## config.mk

```make
export PLATFORM = sky130hd
export DESIGN_NAME = rtc_timer
export DESIGN_NICKNAME = d
export VERILOG_FILES = /design/src/rtc_pkg.sv /design/src/rtc_timer.sv /design/src/rtc_tick.sv
export VERILOG_INCLUDE_DIRS = /design/src /design/src/src
export SDC_FILE = /design/constraint.sdc
export NUM_CORES = 1
export LEC_CHECK = 0
export ABC_AREA = 0
export BUFFER_PORTS_ARGS = -buffer_cell sky130_fd_sc_hd__buf_4
export CORE_MARGIN = 4
export CORE_UTILIZATION = 50
export CTS_BUF_LIST = sky130_fd_sc_hd__clkbuf_4 sky130_fd_sc_hd__clkbuf_8
export DETAILED_ROUTE_END_ITERATION = 8
export PLACE_DENSITY_LB_ADDON = 0.12
export SLEW_MARGIN = 20
export SYNTH_ARGS = -nofsm -noshare
export SYNTH_HDL_FRONTEND = slang
export SYNTH_SLANG_ARGS = --single-unit
```

## constraint.sdc

```tcl
create_clock -name SYS_CLK -period 2.3 [get_ports SYS_CLK]
set_clock_uncertainty 0.15 [all_clocks]
set_input_delay 0.46 -clock SYS_CLK [delete_from_list [all_inputs] [get_ports SYS_CLK]]
set_output_delay 0.46 -clock SYS_CLK [all_outputs]
set_load 0.005 [all_outputs]
```

## src/rtc_timer_regs.svh

```systemverilog
// Register offsets, field positions, reset values and counts of the timer.
`ifndef RTC_TIMER_REGS_SVH
`define RTC_TIMER_REGS_SVH

// ************************************************************
// Register byte offsets on the bus.
// ************************************************************
`define RTC_OFF_CTRL      8'h00
`define RTC_OFF_CNT_LO    8'h04
`define RTC_OFF_CNT_HI    8'h08
`define RTC_OFF_IRQ_FLAG  8'h0C
`define RTC_OFF_IRQ_EN    8'h10
`define RTC_OFF_OSC_CTRL  8'h14
`define RTC_OFF_PM_STAT   8'h18

// ************************************************************
// Field positions of the counter control register.
// ************************************************************
`define RTC_CTRL_WIDE     7
`define RTC_CTRL_RUN      6
`define RTC_CTRL_PS_HI    5
`define RTC_CTRL_PS_LO    4
`define RTC_CTRL_OSCEN    3
`define RTC_CTRL_NOSYNC   2
`define RTC_CTRL_SRC      1
`define RTC_CTRL_ON       0

// ************************************************************
// Field positions of the other registers.
// ************************************************************
`define RTC_IRQ_OVF       0
`define RTC_OSC_IDLE_ON_SLEEP_ENABLE     7
`define RTC_OSC_SCS_HI    1
`define RTC_OSC_SCS_LO    0

// ************************************************************
// Reset values and codes.
// ************************************************************
`define RTC_CTRL_RST      7'h00
`define RTC_OSC_RST       8'h00
`define RTC_CNT_RST       16'h0000
`define RTC_CNT_MAX       16'hFFFF
`define RTC_SCS_SEC       2'h1
`define RTC_CMP_SPECIAL   4'hB
`define RTC_PS_BITS       3

`endif

```

## src/rtc_pkg.sv

```systemverilog
// Types shared by the real-time-clock timer modules.
package rtc_pkg;

   // Power states of the system clock selection.
   typedef enum logic [1:0] {
      PM_PRI_RUN,
      PM_SEC_RUN,
      PM_SEC_IDLE,
      PM_SLEEP
   } rtc_pm_t;

endpackage

```

## src/rtc_timer.sv

```systemverilog
// Sixteen-bit real-time-clock timer with Wishbone register access.
// Operation
// Clock select 01 moves CPU and peripherals onto the timer oscillator.
// Sleep in secondary run with idle enable clear enters secondary idle.
// Read-only status flag is set while the timer oscillator clocks system.
// With clock monitor on, oscillator failure hands the clock elsewhere.
// Low-power configuration bit selects oscillator power; default is high.
// Sixteen-bit count runs 0000h to FFFFh then wraps to 0000h.
// Each wrap latches the overflow flag until software clears it.
// Interrupt request is raised only while overflow enable is set.
// Special event trigger from a compare unit in mode 1011 clears count.
// Second compare unit trigger also starts a conversion if converter on.
// Trigger reset is only guaranteed in timer or synchronous counter mode.
// Trigger resets make the compare value act as the count period.
// A count write in the same cycle as a trigger wins over it.
// Trigger reset from second compare unit never sets overflow flag.
// Software sets high byte top bit after overflow for one second.
// Software leaves the low byte untouched when preloading.
// Software keeps asynchronous mode, interrupt and oscillator running.
// Wide mode: low-byte read copies live high byte into a buffer.
// Wide mode: low-byte write loads buffered high byte; clears prescale.
// Overflow flag sets in the wrap cycle; cleared only by writing zero.
//
// Added by the designer: the register addresses and the Wishbone slave port.
`timescale 1ns/10ps
`include "rtc_timer_regs.svh"

module rtc_timer #(
   parameter int CNT_W = 16
) (
   input  wire logic        SYS_CLK,
   input  wire logic        RST_N,
   input  wire logic        CLK_EN,
   // Wishbone classic slave.
   input  wire logic        WB_CYC_I,
   input  wire logic        WB_STB_I,
   input  wire logic        WB_WE_I,
   input  wire logic [7:0]  WB_ADR_I,
   input  wire logic [3:0]  WB_SEL_I,
   input  wire logic [31:0] WB_DAT_I,
   output logic      [31:0] WB_DAT_O,
   output logic             WB_ACK_O,
   // Secondary oscillator and power control.
   input  wire logic        SEC_OSC_IN,
   input  wire logic        SEC_OSC_FAIL,
   input  wire logic        FAIL_MON_EN,
   input  wire logic        LOW_POWER_OSC_CFG,
   input  wire logic        SLEEP_EXEC,
   input  wire logic        WAKE_EVENT,
   output logic             SEC_OSC_ENABLE,
   output logic             SEC_OSC_LOW_POWER,
   output logic             SYS_CLK_FROM_SEC,
   output logic             CPU_CLK_GATED,
   output logic             PERIPH_CLK_GATED,
   // Compare units and converter.
   input  wire logic [3:0]  COMPARE_A_MODE_FIELD,
   input  wire logic [3:0]  COMPARE_B_MODE_FIELD,
   input  wire logic        COMPARE_A_EVENT,
   input  wire logic        COMPARE_B_EVENT,
   input  wire logic        ADC_ENABLED,
   output logic             ADC_START,
   output logic             OVERFLOW_IRQ
);

   logic [CNT_W-1:0] count_r;
   logic [CNT_W-1:0] count_nxt;
   logic [7:0]       hi_buf_r;
   logic [6:0]       ctrl_r;
   logic             ovf_flag_r;
   logic             ovf_en_r;
   logic             idle_en_r;
   logic [1:0]       clk_sel_r;
   rtc_pkg::rtc_pm_t pm_r;
   rtc_pkg::rtc_pm_t pm_nxt;
   logic             acc;
   logic             wr;
   logic             rd;
   logic             tick;
   logic             wr_lo;
   logic             wr_hi;
   logic             rd_lo;
   logic             trig_a;
   logic             trig_b;
   logic             trig_ok;
   logic             trig_rst;
   logic             wrap;
   logic             ps_clr;
   logic             sec_clocking;
   logic             fail_now;
   logic [31:0]      rd_data;

   // Byte-wide register write test; lane 0 carries every field.
   function automatic logic hit_wr(input logic [7:0] off);
      hit_wr = wr && (WB_ADR_I == off) && WB_SEL_I[0];
   endfunction

   // A trigger only counts when its unit is in special event mode.
   function automatic logic special_trig(input logic [3:0] mode,
                                         input logic       ev);
      special_trig = ev && (mode == `RTC_CMP_SPECIAL);
   endfunction

   // ************************************************************
   // Bus decode.
   // ************************************************************

   // A request is taken once; ack follows one cycle later.
   assign acc   = WB_CYC_I && WB_STB_I && !WB_ACK_O;
   assign wr    = acc && WB_WE_I;
   assign rd    = acc && !WB_WE_I;
   assign rd_lo = rd && (WB_ADR_I == `RTC_OFF_CNT_LO);
   // A process, so bus reads inside the function wake it.
   always_comb begin
      wr_lo = hit_wr(`RTC_OFF_CNT_LO);
      wr_hi = hit_wr(`RTC_OFF_CNT_HI);
   end

   // Only low-byte writes restart the prescaler.
   assign ps_clr = wr_lo;

   // ************************************************************
   // Count source and prescaler.
   // ************************************************************
   rtc_tick u_tick (
      .clk     (SYS_CLK),
      .rst_n   (RST_N),
      .ce      (CLK_EN),
      .run     (ctrl_r[`RTC_CTRL_ON]),
      .src_ext (ctrl_r[`RTC_CTRL_SRC]),
      .ext_in  (SEC_OSC_IN),
      .ps_sel  (ctrl_r[`RTC_CTRL_PS_HI:`RTC_CTRL_PS_LO]),
      .ps_clr  (ps_clr),
      .tick    (tick)
   );

   // ************************************************************
   // Special event triggers.
   // ************************************************************
   assign trig_a = special_trig(COMPARE_A_MODE_FIELD, COMPARE_A_EVENT);
   assign trig_b = special_trig(COMPARE_B_MODE_FIELD, COMPARE_B_EVENT);

   // Asynchronous counter mode drops the reset; it is not guaranteed there.
   assign trig_ok  = !(ctrl_r[`RTC_CTRL_SRC] &&
                       ctrl_r[`RTC_CTRL_NOSYNC]);
   assign trig_rst = (trig_a || trig_b) && trig_ok;

   // A wrap only happens by counting; trigger resets never raise it.
   assign wrap = tick && (count_r == CNT_W'(`RTC_CNT_MAX))
                 && !trig_rst && !wr_lo && !wr_hi;

   // ************************************************************
   // Next count: writes first, then trigger reset, then counting.
   // ************************************************************
   always_comb begin
      count_nxt = count_r;
      if (wr_lo || wr_hi) begin
         if (wr_lo) begin
            count_nxt[7:0] = WB_DAT_I[7:0];
            if (ctrl_r[`RTC_CTRL_WIDE-1]) begin
               count_nxt[15:8] = hi_buf_r;
            end
         end
         if (wr_hi && !ctrl_r[`RTC_CTRL_WIDE-1]) begin
            count_nxt[15:8] = WB_DAT_I[7:0];
         end
      end else if (trig_rst) begin
         count_nxt = CNT_W'(`RTC_CNT_RST);
      end else if (tick) begin
         count_nxt = count_r + CNT_W'(1);
      end
   end

   // Count register pair.
   always_ff @(posedge SYS_CLK or negedge RST_N) begin
      if (!RST_N) begin
         count_r <= CNT_W'(`RTC_CNT_RST);
      end else if (CLK_EN) begin
         count_r <= count_nxt;
      end
   end

   // ************************************************************
   // High-byte buffer for wide access.
   // ************************************************************

   // A low-byte read freezes the high byte so a pair read is coherent.
   always_ff @(posedge SYS_CLK or negedge RST_N) begin
      if (!RST_N) begin
         hi_buf_r <= 8'h00;
      end else if (CLK_EN) begin
         if (rd_lo && ctrl_r[`RTC_CTRL_WIDE-1]) begin
            hi_buf_r <= count_r[15:8];
         end else if (wr_hi && ctrl_r[`RTC_CTRL_WIDE-1]) begin
            hi_buf_r <= WB_DAT_I[7:0];
         end
      end
   end

   // ************************************************************
   // Overflow flag, enable and interrupt request.
   // ************************************************************

   // The wrap sets the flag in its own cycle; a set beats a clear.
   always_ff @(posedge SYS_CLK or negedge RST_N) begin
      if (!RST_N) begin
         ovf_flag_r <= 1'b0;
      end else if (CLK_EN) begin
         if (wrap) begin
            ovf_flag_r <= 1'b1;
         end else if (hit_wr(`RTC_OFF_IRQ_FLAG) &&
                      !WB_DAT_I[`RTC_IRQ_OVF]) begin
            ovf_flag_r <= 1'b0;
         end
      end
   end

   // Enable bit.
   always_ff @(posedge SYS_CLK or negedge RST_N) begin
      if (!RST_N) begin
         ovf_en_r <= 1'b0;
      end else if (CLK_EN && hit_wr(`RTC_OFF_IRQ_EN)) begin
         ovf_en_r <= WB_DAT_I[`RTC_IRQ_OVF];
      end
   end

   // Request follows the flag and enable one cycle later.
   always_ff @(posedge SYS_CLK or negedge RST_N) begin
      if (!RST_N) begin
         OVERFLOW_IRQ <= 1'b0;
      end else if (CLK_EN) begin
         OVERFLOW_IRQ <= ovf_flag_r && ovf_en_r;
      end
   end

   // Conversion start pulse from the second unit's trigger.
   always_ff @(posedge SYS_CLK or negedge RST_N) begin
      if (!RST_N) begin
         ADC_START <= 1'b0;
      end else if (CLK_EN) begin
         ADC_START <= trig_b && ADC_ENABLED;
      end
   end

   // ************************************************************
   // Control registers.
   // ************************************************************

   // Counter control; the flag bit is not stored, wide is bit 6.
   always_ff @(posedge SYS_CLK or negedge RST_N) begin
      if (!RST_N) begin
         ctrl_r <= `RTC_CTRL_RST;
      end else if (CLK_EN && hit_wr(`RTC_OFF_CTRL)) begin
         ctrl_r <= {WB_DAT_I[`RTC_CTRL_WIDE],
                    WB_DAT_I[`RTC_CTRL_PS_HI:`RTC_CTRL_ON]};
      end
   end

   // Oscillator control: idle enable and clock select.
   always_ff @(posedge SYS_CLK or negedge RST_N) begin
      if (!RST_N) begin
         idle_en_r <= 1'(`RTC_OSC_RST >> `RTC_OSC_IDLE_ON_SLEEP_ENABLE);
         clk_sel_r <= 2'h0;
      end else if (CLK_EN && hit_wr(`RTC_OFF_OSC_CTRL)) begin
         idle_en_r <= WB_DAT_I[`RTC_OSC_IDLE_ON_SLEEP_ENABLE];
         clk_sel_r <= WB_DAT_I[`RTC_OSC_SCS_HI:`RTC_OSC_SCS_LO];
      end
   end

   // ************************************************************
   // Power states.
   // ************************************************************

   // A failed oscillator only forces a fallback while monitoring is on.
   assign fail_now = FAIL_MON_EN && SEC_OSC_FAIL;

   always_comb begin
      pm_nxt = pm_r;
      unique case (pm_r)
         rtc_pkg::PM_PRI_RUN: begin
            if (SLEEP_EXEC) begin
               pm_nxt = rtc_pkg::PM_SLEEP;
            end else if (clk_sel_r == `RTC_SCS_SEC && !fail_now) begin
               pm_nxt = rtc_pkg::PM_SEC_RUN;
            end
         end
         rtc_pkg::PM_SEC_RUN: begin
            if (fail_now || clk_sel_r != `RTC_SCS_SEC) begin
               pm_nxt = rtc_pkg::PM_PRI_RUN;
            end else if (SLEEP_EXEC) begin
               pm_nxt = idle_en_r ? rtc_pkg::PM_SLEEP
                                  : rtc_pkg::PM_SEC_IDLE;
            end
         end
         rtc_pkg::PM_SEC_IDLE: begin
            if (fail_now) begin
               pm_nxt = rtc_pkg::PM_PRI_RUN;
            end else if (WAKE_EVENT) begin
               pm_nxt = rtc_pkg::PM_SEC_RUN;
            end
         end
         rtc_pkg::PM_SLEEP: begin
            if (WAKE_EVENT) begin
               pm_nxt = (clk_sel_r == `RTC_SCS_SEC && !fail_now)
                        ? rtc_pkg::PM_SEC_RUN : rtc_pkg::PM_PRI_RUN;
            end
         end
      endcase
   end

   // State register.
   always_ff @(posedge SYS_CLK or negedge RST_N) begin
      if (!RST_N) begin
         pm_r <= rtc_pkg::PM_PRI_RUN;
      end else if (CLK_EN) begin
         pm_r <= pm_nxt;
      end
   end

   // The status flag follows the state, so it drops on a fallback.
   assign sec_clocking = (pm_r == rtc_pkg::PM_SEC_RUN) ||
                         (pm_r == rtc_pkg::PM_SEC_IDLE);

   // Clock routing outputs, all registered.
   always_ff @(posedge SYS_CLK or negedge RST_N) begin
      if (!RST_N) begin
         SYS_CLK_FROM_SEC  <= 1'b0;
         CPU_CLK_GATED     <= 1'b0;
         PERIPH_CLK_GATED  <= 1'b0;
         SEC_OSC_ENABLE    <= 1'b0;
         SEC_OSC_LOW_POWER <= 1'b0;
      end else if (CLK_EN) begin
         SYS_CLK_FROM_SEC  <= (pm_nxt == rtc_pkg::PM_SEC_RUN) ||
                              (pm_nxt == rtc_pkg::PM_SEC_IDLE);
         CPU_CLK_GATED     <= (pm_nxt == rtc_pkg::PM_SEC_IDLE) ||
                              (pm_nxt == rtc_pkg::PM_SLEEP);
         PERIPH_CLK_GATED  <= pm_nxt == rtc_pkg::PM_SLEEP;
         // Oscillator stays on while it clocks the system.
         SEC_OSC_ENABLE    <= ctrl_r[`RTC_CTRL_OSCEN] ||
                              (pm_nxt != rtc_pkg::PM_PRI_RUN &&
                               pm_nxt != rtc_pkg::PM_SLEEP);
         SEC_OSC_LOW_POWER <= LOW_POWER_OSC_CFG;
      end
   end

   // ************************************************************
   // Read multiplexer and acknowledge.
   // ************************************************************
   always_comb begin
      rd_data = 32'h0000_0000;
      unique case (WB_ADR_I)
         `RTC_OFF_CTRL: begin
            rd_data[`RTC_CTRL_WIDE] = ctrl_r[6];
            rd_data[`RTC_CTRL_RUN]  = sec_clocking;
            rd_data[`RTC_CTRL_PS_HI:0] = ctrl_r[`RTC_CTRL_PS_HI:0];
         end
         `RTC_OFF_CNT_LO: begin
            rd_data[7:0] = count_r[7:0];
         end
         `RTC_OFF_CNT_HI: begin
            rd_data[7:0] = ctrl_r[`RTC_CTRL_WIDE-1] ? hi_buf_r
                                                    : count_r[15:8];
         end
         `RTC_OFF_IRQ_FLAG: begin
            rd_data[`RTC_IRQ_OVF] = ovf_flag_r;
         end
         `RTC_OFF_IRQ_EN: begin
            rd_data[`RTC_IRQ_OVF] = ovf_en_r;
         end
         `RTC_OFF_OSC_CTRL: begin
            rd_data[`RTC_OSC_IDLE_ON_SLEEP_ENABLE] = idle_en_r;
            rd_data[`RTC_OSC_SCS_HI:`RTC_OSC_SCS_LO] = clk_sel_r;
         end
         `RTC_OFF_PM_STAT: begin
            rd_data[1:0] = pm_r;
         end
         default: begin
            rd_data = 32'h0000_0000;
         end
      endcase
   end

   // Every address answers; unmapped ones read zero and drop writes.
   always_ff @(posedge SYS_CLK or negedge RST_N) begin
      if (!RST_N) begin
         WB_ACK_O <= 1'b0;
         WB_DAT_O <= 32'h0000_0000;
      end else if (CLK_EN) begin
         WB_ACK_O <= acc;
         if (rd) begin
            WB_DAT_O <= rd_data;
         end
      end
   end

endmodule

```

## src/rtc_tick.sv

```systemverilog
// Count-source selection, input synchroniser and prescaler of the timer.
`timescale 1ns/10ps
`include "rtc_timer_regs.svh"

module rtc_tick #(
   parameter int PS_W = `RTC_PS_BITS
) (
   input  wire logic       clk,
   input  wire logic       rst_n,
   input  wire logic       ce,
   input  wire logic       run,
   input  wire logic       src_ext,
   input  wire logic       ext_in,
   input  wire logic [1:0] ps_sel,
   input  wire logic       ps_clr,
   output logic            tick
);

   logic            sync1_r;
   logic            sync2_r;
   logic            sync3_r;
   logic            edge_w;
   logic            src_w;
   logic [PS_W-1:0] ps_r;
   logic [PS_W-1:0] ps_nxt;
   logic [PS_W-1:0] ps_mask;

   // ************************************************************
   // Input synchroniser; only sync2 and sync3 feed the edge test.
   // ************************************************************
   always_ff @(posedge clk or negedge rst_n) begin
      if (!rst_n) begin
         sync1_r <= 1'b0;
         sync2_r <= 1'b0;
         sync3_r <= 1'b0;
      end else if (ce) begin
         sync1_r <= ext_in;
         sync2_r <= sync1_r;
         sync3_r <= sync2_r;
      end
   end

   // External source counts on its rising edge, internal on every cycle.
   assign edge_w  = sync2_r & ~sync3_r;
   assign src_w   = src_ext ? edge_w : 1'b1;
   assign ps_mask = PS_W'((1 << ps_sel) - 1);
   assign ps_nxt  = ps_r + PS_W'(1);

   // Prescaler; cleared on demand so a low-byte write restarts a period.
   always_ff @(posedge clk or negedge rst_n) begin
      if (!rst_n) begin
         ps_r <= '0;
         tick <= 1'b0;
      end else if (ce) begin
         tick <= 1'b0;
         if (ps_clr || !run) begin
            ps_r <= '0;
         end else if (src_w) begin
            if ((ps_r & ps_mask) == ps_mask) begin
               ps_r <= '0;
               tick <= 1'b1;
            end else begin
               ps_r <= ps_nxt;
            end
         end
      end
   end

endmodule

```

Word-level counts from Yosys, hierarchy flattened:

Index checks and enable logic that the tools add are counted.

* bitwise operators: 3
* mux-type cells: 31
* $add $sub $neg: 3
* reductions and logical operators: 68
* equality and inequality tests: 21
* shift operators: 1

Operators by type and width (count)
* $mux 16: 4
* $logic_and 1x1->1: 37
* $mux 8: 4
* $eq 8x5->1 const B: 3
* $add 16x1->16 const B: 1
* $eq 16x16->1 const B: 1
* $eq 8x4->1 const B: 2
* $pmux 5 s3: 1
* $mux 2: 7
* $logic_not 1->1: 10
* $mux 3: 3
* $eq 2x2->1 const B: 4
* $eq 4x4->1 const B: 2
* $eq 8x3->1 const B: 1
* $logic_not 8->1: 1
* $logic_or 1x1->1: 8
* $mux 1: 8
* $pmux 2 s4: 1
* $reduce_and 2->1: 4
* $reduce_bool 2->1: 4
* $pmux 1 s7: 1
* $eq 2x1->1 const B: 3
* $reduce_and 3->1: 2
* $pmux 1 s5: 1
* other kinds (13): 14

* bits in registers: 61
* logic and storage cells: 150
* bits of input ports: 67

Logic depth before layout (Yosys ltp):

Gate-level depths: netlist of run 1.

* depth after elaboration: 10
* mapped depth: 9
* depth with buffers taken out: 9

Modules after synthesis:

From an unflattened synthesis of run 1, not the netlist that was laid out.

* cell total of the unflattened synthesis: 444
* area total of the unflattened synthesis: 4139.0 sq um

By module, submodules not included
* rtc_timer: times used 1, area each 3738.6 sq um, cells each 409
* rtc_tick: times used 1, area each 400.4 sq um, cells each 35

Worst setup path before layout of run 1:

No wires, ideal clock.

* kind: input to register
* start point: in WB_ADR_I[4]
* end point: reg count_r[5]
* setup slack: 0.069 ns
* required time: 2.022 ns
* cell stages on the path: 8
* setup time: 0.128 ns
* arrival time: 1.953 ns
* cells stage by stage: buf_6 -> nor3_4 -> nand2_2 -> or3_1 -> buf_2 -> mux2_4 -> o221ai_1 -> o21ai_1

* cells in the longest elaborated chain, start to end: 6

Ends and longest elaborated chain
* start, declared: line rtc_timer.sv:38 `input wire logic [7:0] WB_ADR_I,`
* $eq 8x3->1 or $eq 8x4->1 (tied branches): line rtc_timer.sv:94 `hit_wr = wr && (WB_ADR_I == off) && WB_SEL_I[0];`
* $logic_and 1x1->1 (2 in series): line rtc_timer.sv:94
* $logic_or 1x1->1: line rtc_timer.sv:156 `if (wr_lo || wr_hi) begin`
* $ne 2x1->1 (no line) or $reduce_bool 3->1 (tied branches)
* $reduce_and 3->1 (no line)
* end signal, assigned: line rtc_timer.sv:176 `` count_r <= CNT_W'(`RTC_CNT_RST); ``
* end signal, assigned: line rtc_timer.sv:178 `count_r <= count_nxt;`
* end, declared: line rtc_timer.sv:65 `logic [CNT_W-1:0] count_r;`

Several ways; a longest one is shown, not always the timed one.
A chain may end at the register's enable or synchronous reset.

Final worst setup path of run 1:

* start point: reg pm_r[0]
* end point: reg SYS_CLK_FROM_SEC

* cells in the longest elaborated chain, start to end: 5

Ends and longest elaborated chain
* start, declared: line rtc_timer.sv:73 `rtc_pkg::rtc_pm_t pm_r;`
* start signal, assigned: line rtc_timer.sv:313 `pm_r <= rtc_pkg::PM_PRI_RUN;`
* start signal, assigned: line rtc_timer.sv:315 `pm_r <= pm_nxt;`
* $mux 2, on equally long branches: line rtc_timer.sv:297, rtc_timer.sv:282, rtc_timer.sv:289
* $mux 2, on equally long branches: line rtc_timer.sv:295, rtc_timer.sv:280, rtc_timer.sv:287
* $pmux 2 s4 (*): line rtc_timer.sv:278 `unique case (pm_r)`
* via pm_nxt[0]: line rtc_timer.sv:74 `rtc_pkg::rtc_pm_t pm_nxt;`
* $eq 2x1->1 or $eq 2x2->1 (tied branches): line rtc_timer.sv:332, rtc_timer.sv:333
* $logic_or 1x1->1 (*): line rtc_timer.sv:332 `SYS_CLK_FROM_SEC <= (pm_nxt == rtc_pkg::PM_SEC_RUN) ||`
* end signal, assigned: line rtc_timer.sv:332
* end, declared: line rtc_timer.sv:52 `output logic SYS_CLK_FROM_SEC,`

Mark *: on every way through the listed nets, which the timed path passes. The rest lies on a longest branch.

==> impl_metrics.tcl, run 1 <==
set metrics [dict create \
    clk_latency_ns 0.35 \
    worst_slew_pin_slew_ns 0.801 \
    ys_ff_latch 60 \
    firstDrtPassIters 7 \
    crit_path_end_kind "flip-flop" \
    avgRoutedWirePerCell_um 17.6 \
    r2r_slack_ns 0.11 \
    vias 3729 \
    gr-total-overflow 0 \
    vias_per_cell 5.90 \
    yosys-top-cells-area "dfrtp_1, mux2_2, buf_4, nand2_1, a21oi_1" \
    num_rows 32 \
    cts-root-buf "clkbuf_8" \
    worst_hold_slack_ns 0.0244 \
    place.port_buffers 55 \
    ant_nets 0 \
    dr.first_iter.drc_count 323 \
    synthDistinctLibCells 67 \
    fin_area_um2 4900 \
    synth_area_leader_cell "dfrtp_1" \
    fin_crit_sh_pct 95.1 \
    ys_seq_area_share_pct 37.7 \
    grt_max_degree 61 \
    placedInstanceArea_um2 4680 \
    track_usage_pct 23.6 \
    numClockSinks 60 \
    r2r_cells 8 \
    timing.rr.end "SYS_CLK_FROM_SEC" \
    run_status "complete, no violations" \
    dp_slack_ns -0.0697 \
    min_period_ns 2.19 \
    antenna_found_initial 0 \
    slew_violations 0 \
    slew-limit-headroom_pct 46.2 \
    synth_cells 434 \
    maxCapViolCount 0 \
    ir_drop_uv 265 \
    clk_pin_slew_worst_paths_ns 0.08 \
    synth_fa_ha_area_share_pct 2.20 \
    fillers 670 \
    final.setup.worst_slack_ns 0.113 \
    fmax_ghz 0.457 \
    synth_compound_area_share_pct 21.9 \
    arrival_ns 2.27 \
    netlist_area_um2 3980 \
    setup_violations 0 \
    synthSimpleGateAreaFrac_pct 18.4 \
    grt_pass1_wl_um 18200 \
    dieArea_um2 9450 \
    postSynth.asyncResetShare_pct 100 \
    p_leak_nw 2.29 \
    grt_pass1_vias 3634 \
    power_density_nw_per_um2 548 \
    synth.mux.area_fraction_pct 11.0 \
    worstPathRequired_ns 2.39 \
    final_common_cell "buf_4" \
    yosysTopAreaCellShare_pct 37.7 \
    synth_top_family_by_area "compound AO/OA/AOI/OAI gates" \
    clk_path_buf_depth 2 \
    hold_violations 0 \
    cts_buffers 9 \
    dp_hpwl_um 8280 \
    cp-start-kind "flip-flop" \
    path_max_fanout 3 \
    core_um2 7730 \
    die_height_um 97.2 \
    n_antenna_cell 0 \
    initial_core_util_pct 51.5 \
    routed_wl_um 11100 \
    drc 0 \
    hold_class "input port to asynchronous set/reset pin" \
    tritoncts "built" \
    fin_cells 632 \
    path_class "flip-flop to flip-flop" \
    ioPinCount 107 \
    dpl.cell_count 614 \
    syn_avg_cell_area_um2 9.17 \
    rr_startpoint "pm_r[0]" \
    synth-edff-count 0 \
    routabilityCongestion 0.965 \
    synth-xor-area-share_pct 0.220 \
    layout.cells.most_common_list "buf_4, dfrtp_1, nand2_1" \
    area_delta_synth_final_pct 23.2 \
    ys_warn_count 0 \
    drive_above_1_share_pct 30.0 \
    grt_setup_unrepaired "false" \
    nets 599 \
    ys.flop_type "dfrtp_1" \
    endpoint "SYS_CLK_FROM_SEC" \
    dieWidth_um 97.2 \
    crit_path_start "pm_r[0]" \
    cts_htree_levels 3 \
]
==> critical path, stage by stage, from the launching register on <==
cell	delay, ns
dfrtp_1	0.41
buf_4	0.14
buf_4	0.12
buf_4	0.13
ha_1	0.20
a311oi_2	0.24
nor2_1	0.11
ha_1	0.31
mux2_2	0.27
==> final cells by class <==
class / instances / area [um^2] / area share (%)
clock buffers: 11 / 145 / 2.96
well taps: 102 / 128 / 2.60
clock inverters: 5 / 37.5 / 0.765
multi-input cells: 339 / 2250 / 45.9
flip-flops and latches: 60 / 1500 / 30.6
repair buffers: 102 / 791 / 16.1
inverters: 13 / 48.8 / 0.995
==> per-layer routing <==
metal / vias to the layer above / GRT usage (%) / routed length [um]
li1: 1743 / - / -
met1: 1756 / 31.0 / 4790
met2: 201 / 38.3 / 5120
met3: 29 / 5.10 / 880
met4: 0 / 9.05 / 310
met5: - / 0 / 0
==> flip-flops by register name, summed over array words and instances, names as in the netlist, 2 cells and up <==
register,count
hi_buf_r,8
clk_sel_r,2
pm_r,2
count_r,16
ctrl_r,7
WB_DAT_O,8
u_tick.ps_r,3
==> cells by family (layout without fill, tap and decap cells) <==
kind of cell | count (synthesis) | in the layout
multiplexers | 40 | 40
AND/OR/NAND/NOR | 141 | 141
flip-flops | 60 | 60
buffers and inverters | 58 | 131
other | 1 | 24
adder cells (fa/ha/maj) | 7 | 7
XOR/XNOR | 1 | 1
AO/OA/AOI/OAI | 126 | 126
==> synthesized netlist by cell type, drive strengths merged, types with 5 or more instances <==
cell type  count
a21oi         30
a222oi         5
a31oi          5
and3           6
buf           35
clkbuf        10
dfrtp         60
ha             7
inv           13
mux2          26
mux2i         14
nand2         45
nand2b         5
nand3         11
nand4         11
nor2          29
nor3          12
o211ai         5
o21a           8
o21ai         30
o22ai          5
o2bb2ai        5
==> power by group <==
| group | internal (mW) | total [mW] | switching, mW |
|---|---|---|---|
| clock network | 0.434 | 0.887 | 0.453 |
| logic | 0.317 | 0.639 | 0.322 |
| registers | 1.12 | 1.16 | 0.0414 |
| total | 1.87 | 2.69 | 0.817 |
==> worst min-delay path by stage <==
| stage | startpoint | cells after the start | end | slack (ns) |
|---|---|---|---|---|
| after floorplan | RST_N | 0 | ADC_START | 0.01 |
| after CTS | RST_N | 1 | WB_ACK_O | 0.07 |
| after global routing | RST_N | 1 | WB_ACK_O | 0.09 |
| after detailed placement | WB_DAT_O[5] | 2 | WB_DAT_O[5] | 0.32 |
| after global placement | u_tick.sync1_r | 2 | u_tick.sync2_r | 0.31 |
| final | RST_N | 1 | WB_ACK_O | 0.02 |
==> stage by stage <==
step / power [mW] / util [%] / setup TNS [ns]
floorplan: 1.52 / - / 0
global placement: 1.76 / 60.6 / -0.338
detailed placement: 1.78 / 60.6 / -0.478
CTS: 2.68 / 63.1 / 0
global route: 2.84 / 63.5 / 0
finish: 2.69 / 63.5 / 0
==> repair_timing <==
action                                  4_1_cts  5_1_grt
pin swaps                                     0        1
cloned                                        0        0
endpoints found under the setup margin        1       18
hold buffers                                  0        0
setup buffers                                 0        2
gates resized for setup                       1        4
No activity file was read; power rests on OpenSTA's default activity.
==> run 2: changes to the inputs <==
- RECOVER_POWER: default -> 25
==> run 2 against run 1 <==
Net effect: the flow now finishes with violations (max-capacitance violations, max-slew violations); register-to-register slack is essentially flat; critical path depth did not move; sequential share of layout area hardly changed; final cell count stayed put; worst setup slack about the same; clock power is essentially flat; design area about the same; clock-buffer cell count unchanged; core utilization is essentially flat; flip-flop and latch count unchanged; via count is 0.21% lower; critical path type unchanged; critical endpoint unchanged; largest cell class unchanged.
==> impl_metrics.tcl, run 2 (synthesis results as in run 1) <==
set metrics [dict create \
    place.port_buffers 55 \
    ant_nets 0 \
    grtUsageMet1_pct 31.0 \
    grt_setup_unrepaired "false" \
    worst_slew_pin_slew_ns 1.52 \
    tritoncts "built" \
    slew_violations 61 \
    min_period_ns 2.19 \
    layout.cells.most_common_list "buf_4, dfrtp_1, nand2_1" \
    dr.first_iter.drc_count 323 \
    multi_input_area_um2 2250 \
    grt_pass1_wl_um 18200 \
    cts_buffers 9 \
    num_rows 32 \
    dpl.cell_count 614 \
    cts-root-buf "clkbuf_8" \
    power_mw 2.69 \
    crit_slowest_cell "dfrtp_1" \
    cp-start-kind "flip-flop" \
    drive_above_1_share_pct 30.0 \
    worstPathRequired_ns 2.39 \
    die_height_um 97.2 \
    firstDrtPassIters 8 \
    dieArea_um2 9450 \
    antenna_found_initial 0 \
    final_core_util_pct 63.4 \
    gr-max-usage-layer "met2" \
    n_antenna_cell 0 \
    avgRoutedWirePerCell_um 17.5 \
    crit_chain "buf_4 -> buf_4 -> buf_4 -> ha_1 -> a311oi_2 -> nor2_1 -> ha_1 -> mux2_2" \
    power_density_nw_per_um2 548 \
    largest_register "count_r" \
    dp_hpwl_um 8280 \
    run_status "finished, violations left" \
    area_delta_synth_final_pct 23.1 \
    ioPinCount 107 \
    routabilityCongestion 0.965 \
    maxCapViolCount 1 \
    vias_per_cell 5.89 \
    fillers 671 \
    routed_wl_um 11100 \
    ctsHoldBuffers 0 \
    clk_pin_slew_worst_paths_ns 0.08 \
    hold_class "input port to flip-flop" \
    p_leak_nw 2.29 \
    numClockSinks 60 \
    crit_path_end_kind "flip-flop" \
    initial_core_util_pct 51.5 \
    cts_htree_levels 3 \
    placedInstanceArea_um2 4680 \
    fin_crit_sh_pct 95.1 \
    slew-limit-headroom_pct -1.25 \
    clk_latency_ns 0.35 \
    arrival_ns 2.27 \
    largestRegisters "count_r: 16 flops, WB_DAT_O: 8 flops, hi_buf_r: 8 flops" \
    grt_max_degree 61 \
    setup_violations 0 \
    violations "max-capacitance violations, max-slew violations" \
    gr-total-overflow 0 \
    final_common_cell "buf_4" \
    largest_register_ffs 16 \
    cp_common_cell "buf_4" \
    fin_setup_tns_ns 0 \
    fmax_ghz 0.457 \
    nets 599 \
    vias 3721 \
    fin_cells 632 \
    dieWidth_um 97.2 \
    drc 0 \
    ir_drop_uv 265 \
    hold_violations 0 \
    clk_path_buf_depth 2 \
    grt.met3_usage_pct 5.10 \
    register_area_um2 1500 \
    core_um2 7730 \
    fin_area_um2 4900 \
    track_usage_pct 23.6 \
    path_class "flip-flop to flip-flop" \
    grt_use_met2_pct 38.3 \
    r2r_slack_ns 0.11 \
    grt_pass1_vias 3634 \
    max_stage_delay_ns 0.41 \
    path_max_fanout 3 \
]
==> run 2: cell type report <==
| type | count | share of cell area [%] |
|---|---|---|
| well taps | 102 | 2.60 |
| clock inverters | 5 | 0.766 |
| flip-flops and latches | 60 | 30.6 |
| multi-input cells | 339 | 46.0 |
| repair buffers | 102 | 16.1 |
| inverters | 13 | 0.995 |
| clock buffers | 11 | 2.96 |
==> run 2: stage by stage <==
stage                     worst slack, ns  hold WS (ns)
after floorplan                    0.0691        0.0144
after global placement            -0.0477         0.311
after detailed placement          -0.0697         0.324
after CTS                          0.0538        0.0656
after global routing              0.00557         0.191
final                               0.113         0.189
==> run 2: power breakdown <==
part	internal, mW	total [mW]	switching (mW)
Clock	0.434	0.886	0.452
Sequential	1.12	1.16	0.0414
Combinational	0.316	0.638	0.322
Total	1.87	2.69	0.815
==> run 2: timing repair <==
action	4_1_cts	5_1_grt
gates resized for setup	1	4
endpoints found under the setup margin	1	18
pin swaps	0	1
buffers inserted	0	2
==> run 2: critical path: cells and delay by family, from the launching register on <==
kind | cells | cell delay [ns]
flip-flops | 1 | 0.41
AND/OR/NAND/NOR | 1 | 0.11
AO/OA/AOI/OAI | 1 | 0.24
buffers and inverters | 3 | 0.39
adder cells (fa/ha/maj) | 2 | 0.51
multiplexers | 1 | 0.27
==> run 2: final timing paths <==
path	cells after the start	startpoint	endpoint
worst max-delay path	8	pm_r[0]	SYS_CLK_FROM_SEC
worst min-delay path	2	LOW_POWER_OSC_CFG	SEC_OSC_LOW_POWER
worst max register to register	8	pm_r[0]	SYS_CLK_FROM_SEC
worst min register to register	2	WB_DAT_O[5]	WB_DAT_O[5]
max in group asynchronous	1	RST_N	hi_buf_r[3]
min in group asynchronous	1	RST_N	WB_ACK_O
==> run 2: routing by layer <==
metal  vias to the layer above  routed length [um]  part of all wire (%)
met1                      1756                4800                    43
met5                         -                   0                     0
li1                       1743                   -                     -
met4                         0                 303                   2.7
met3                        25                 864                   7.8
met2                       197                5120                    46
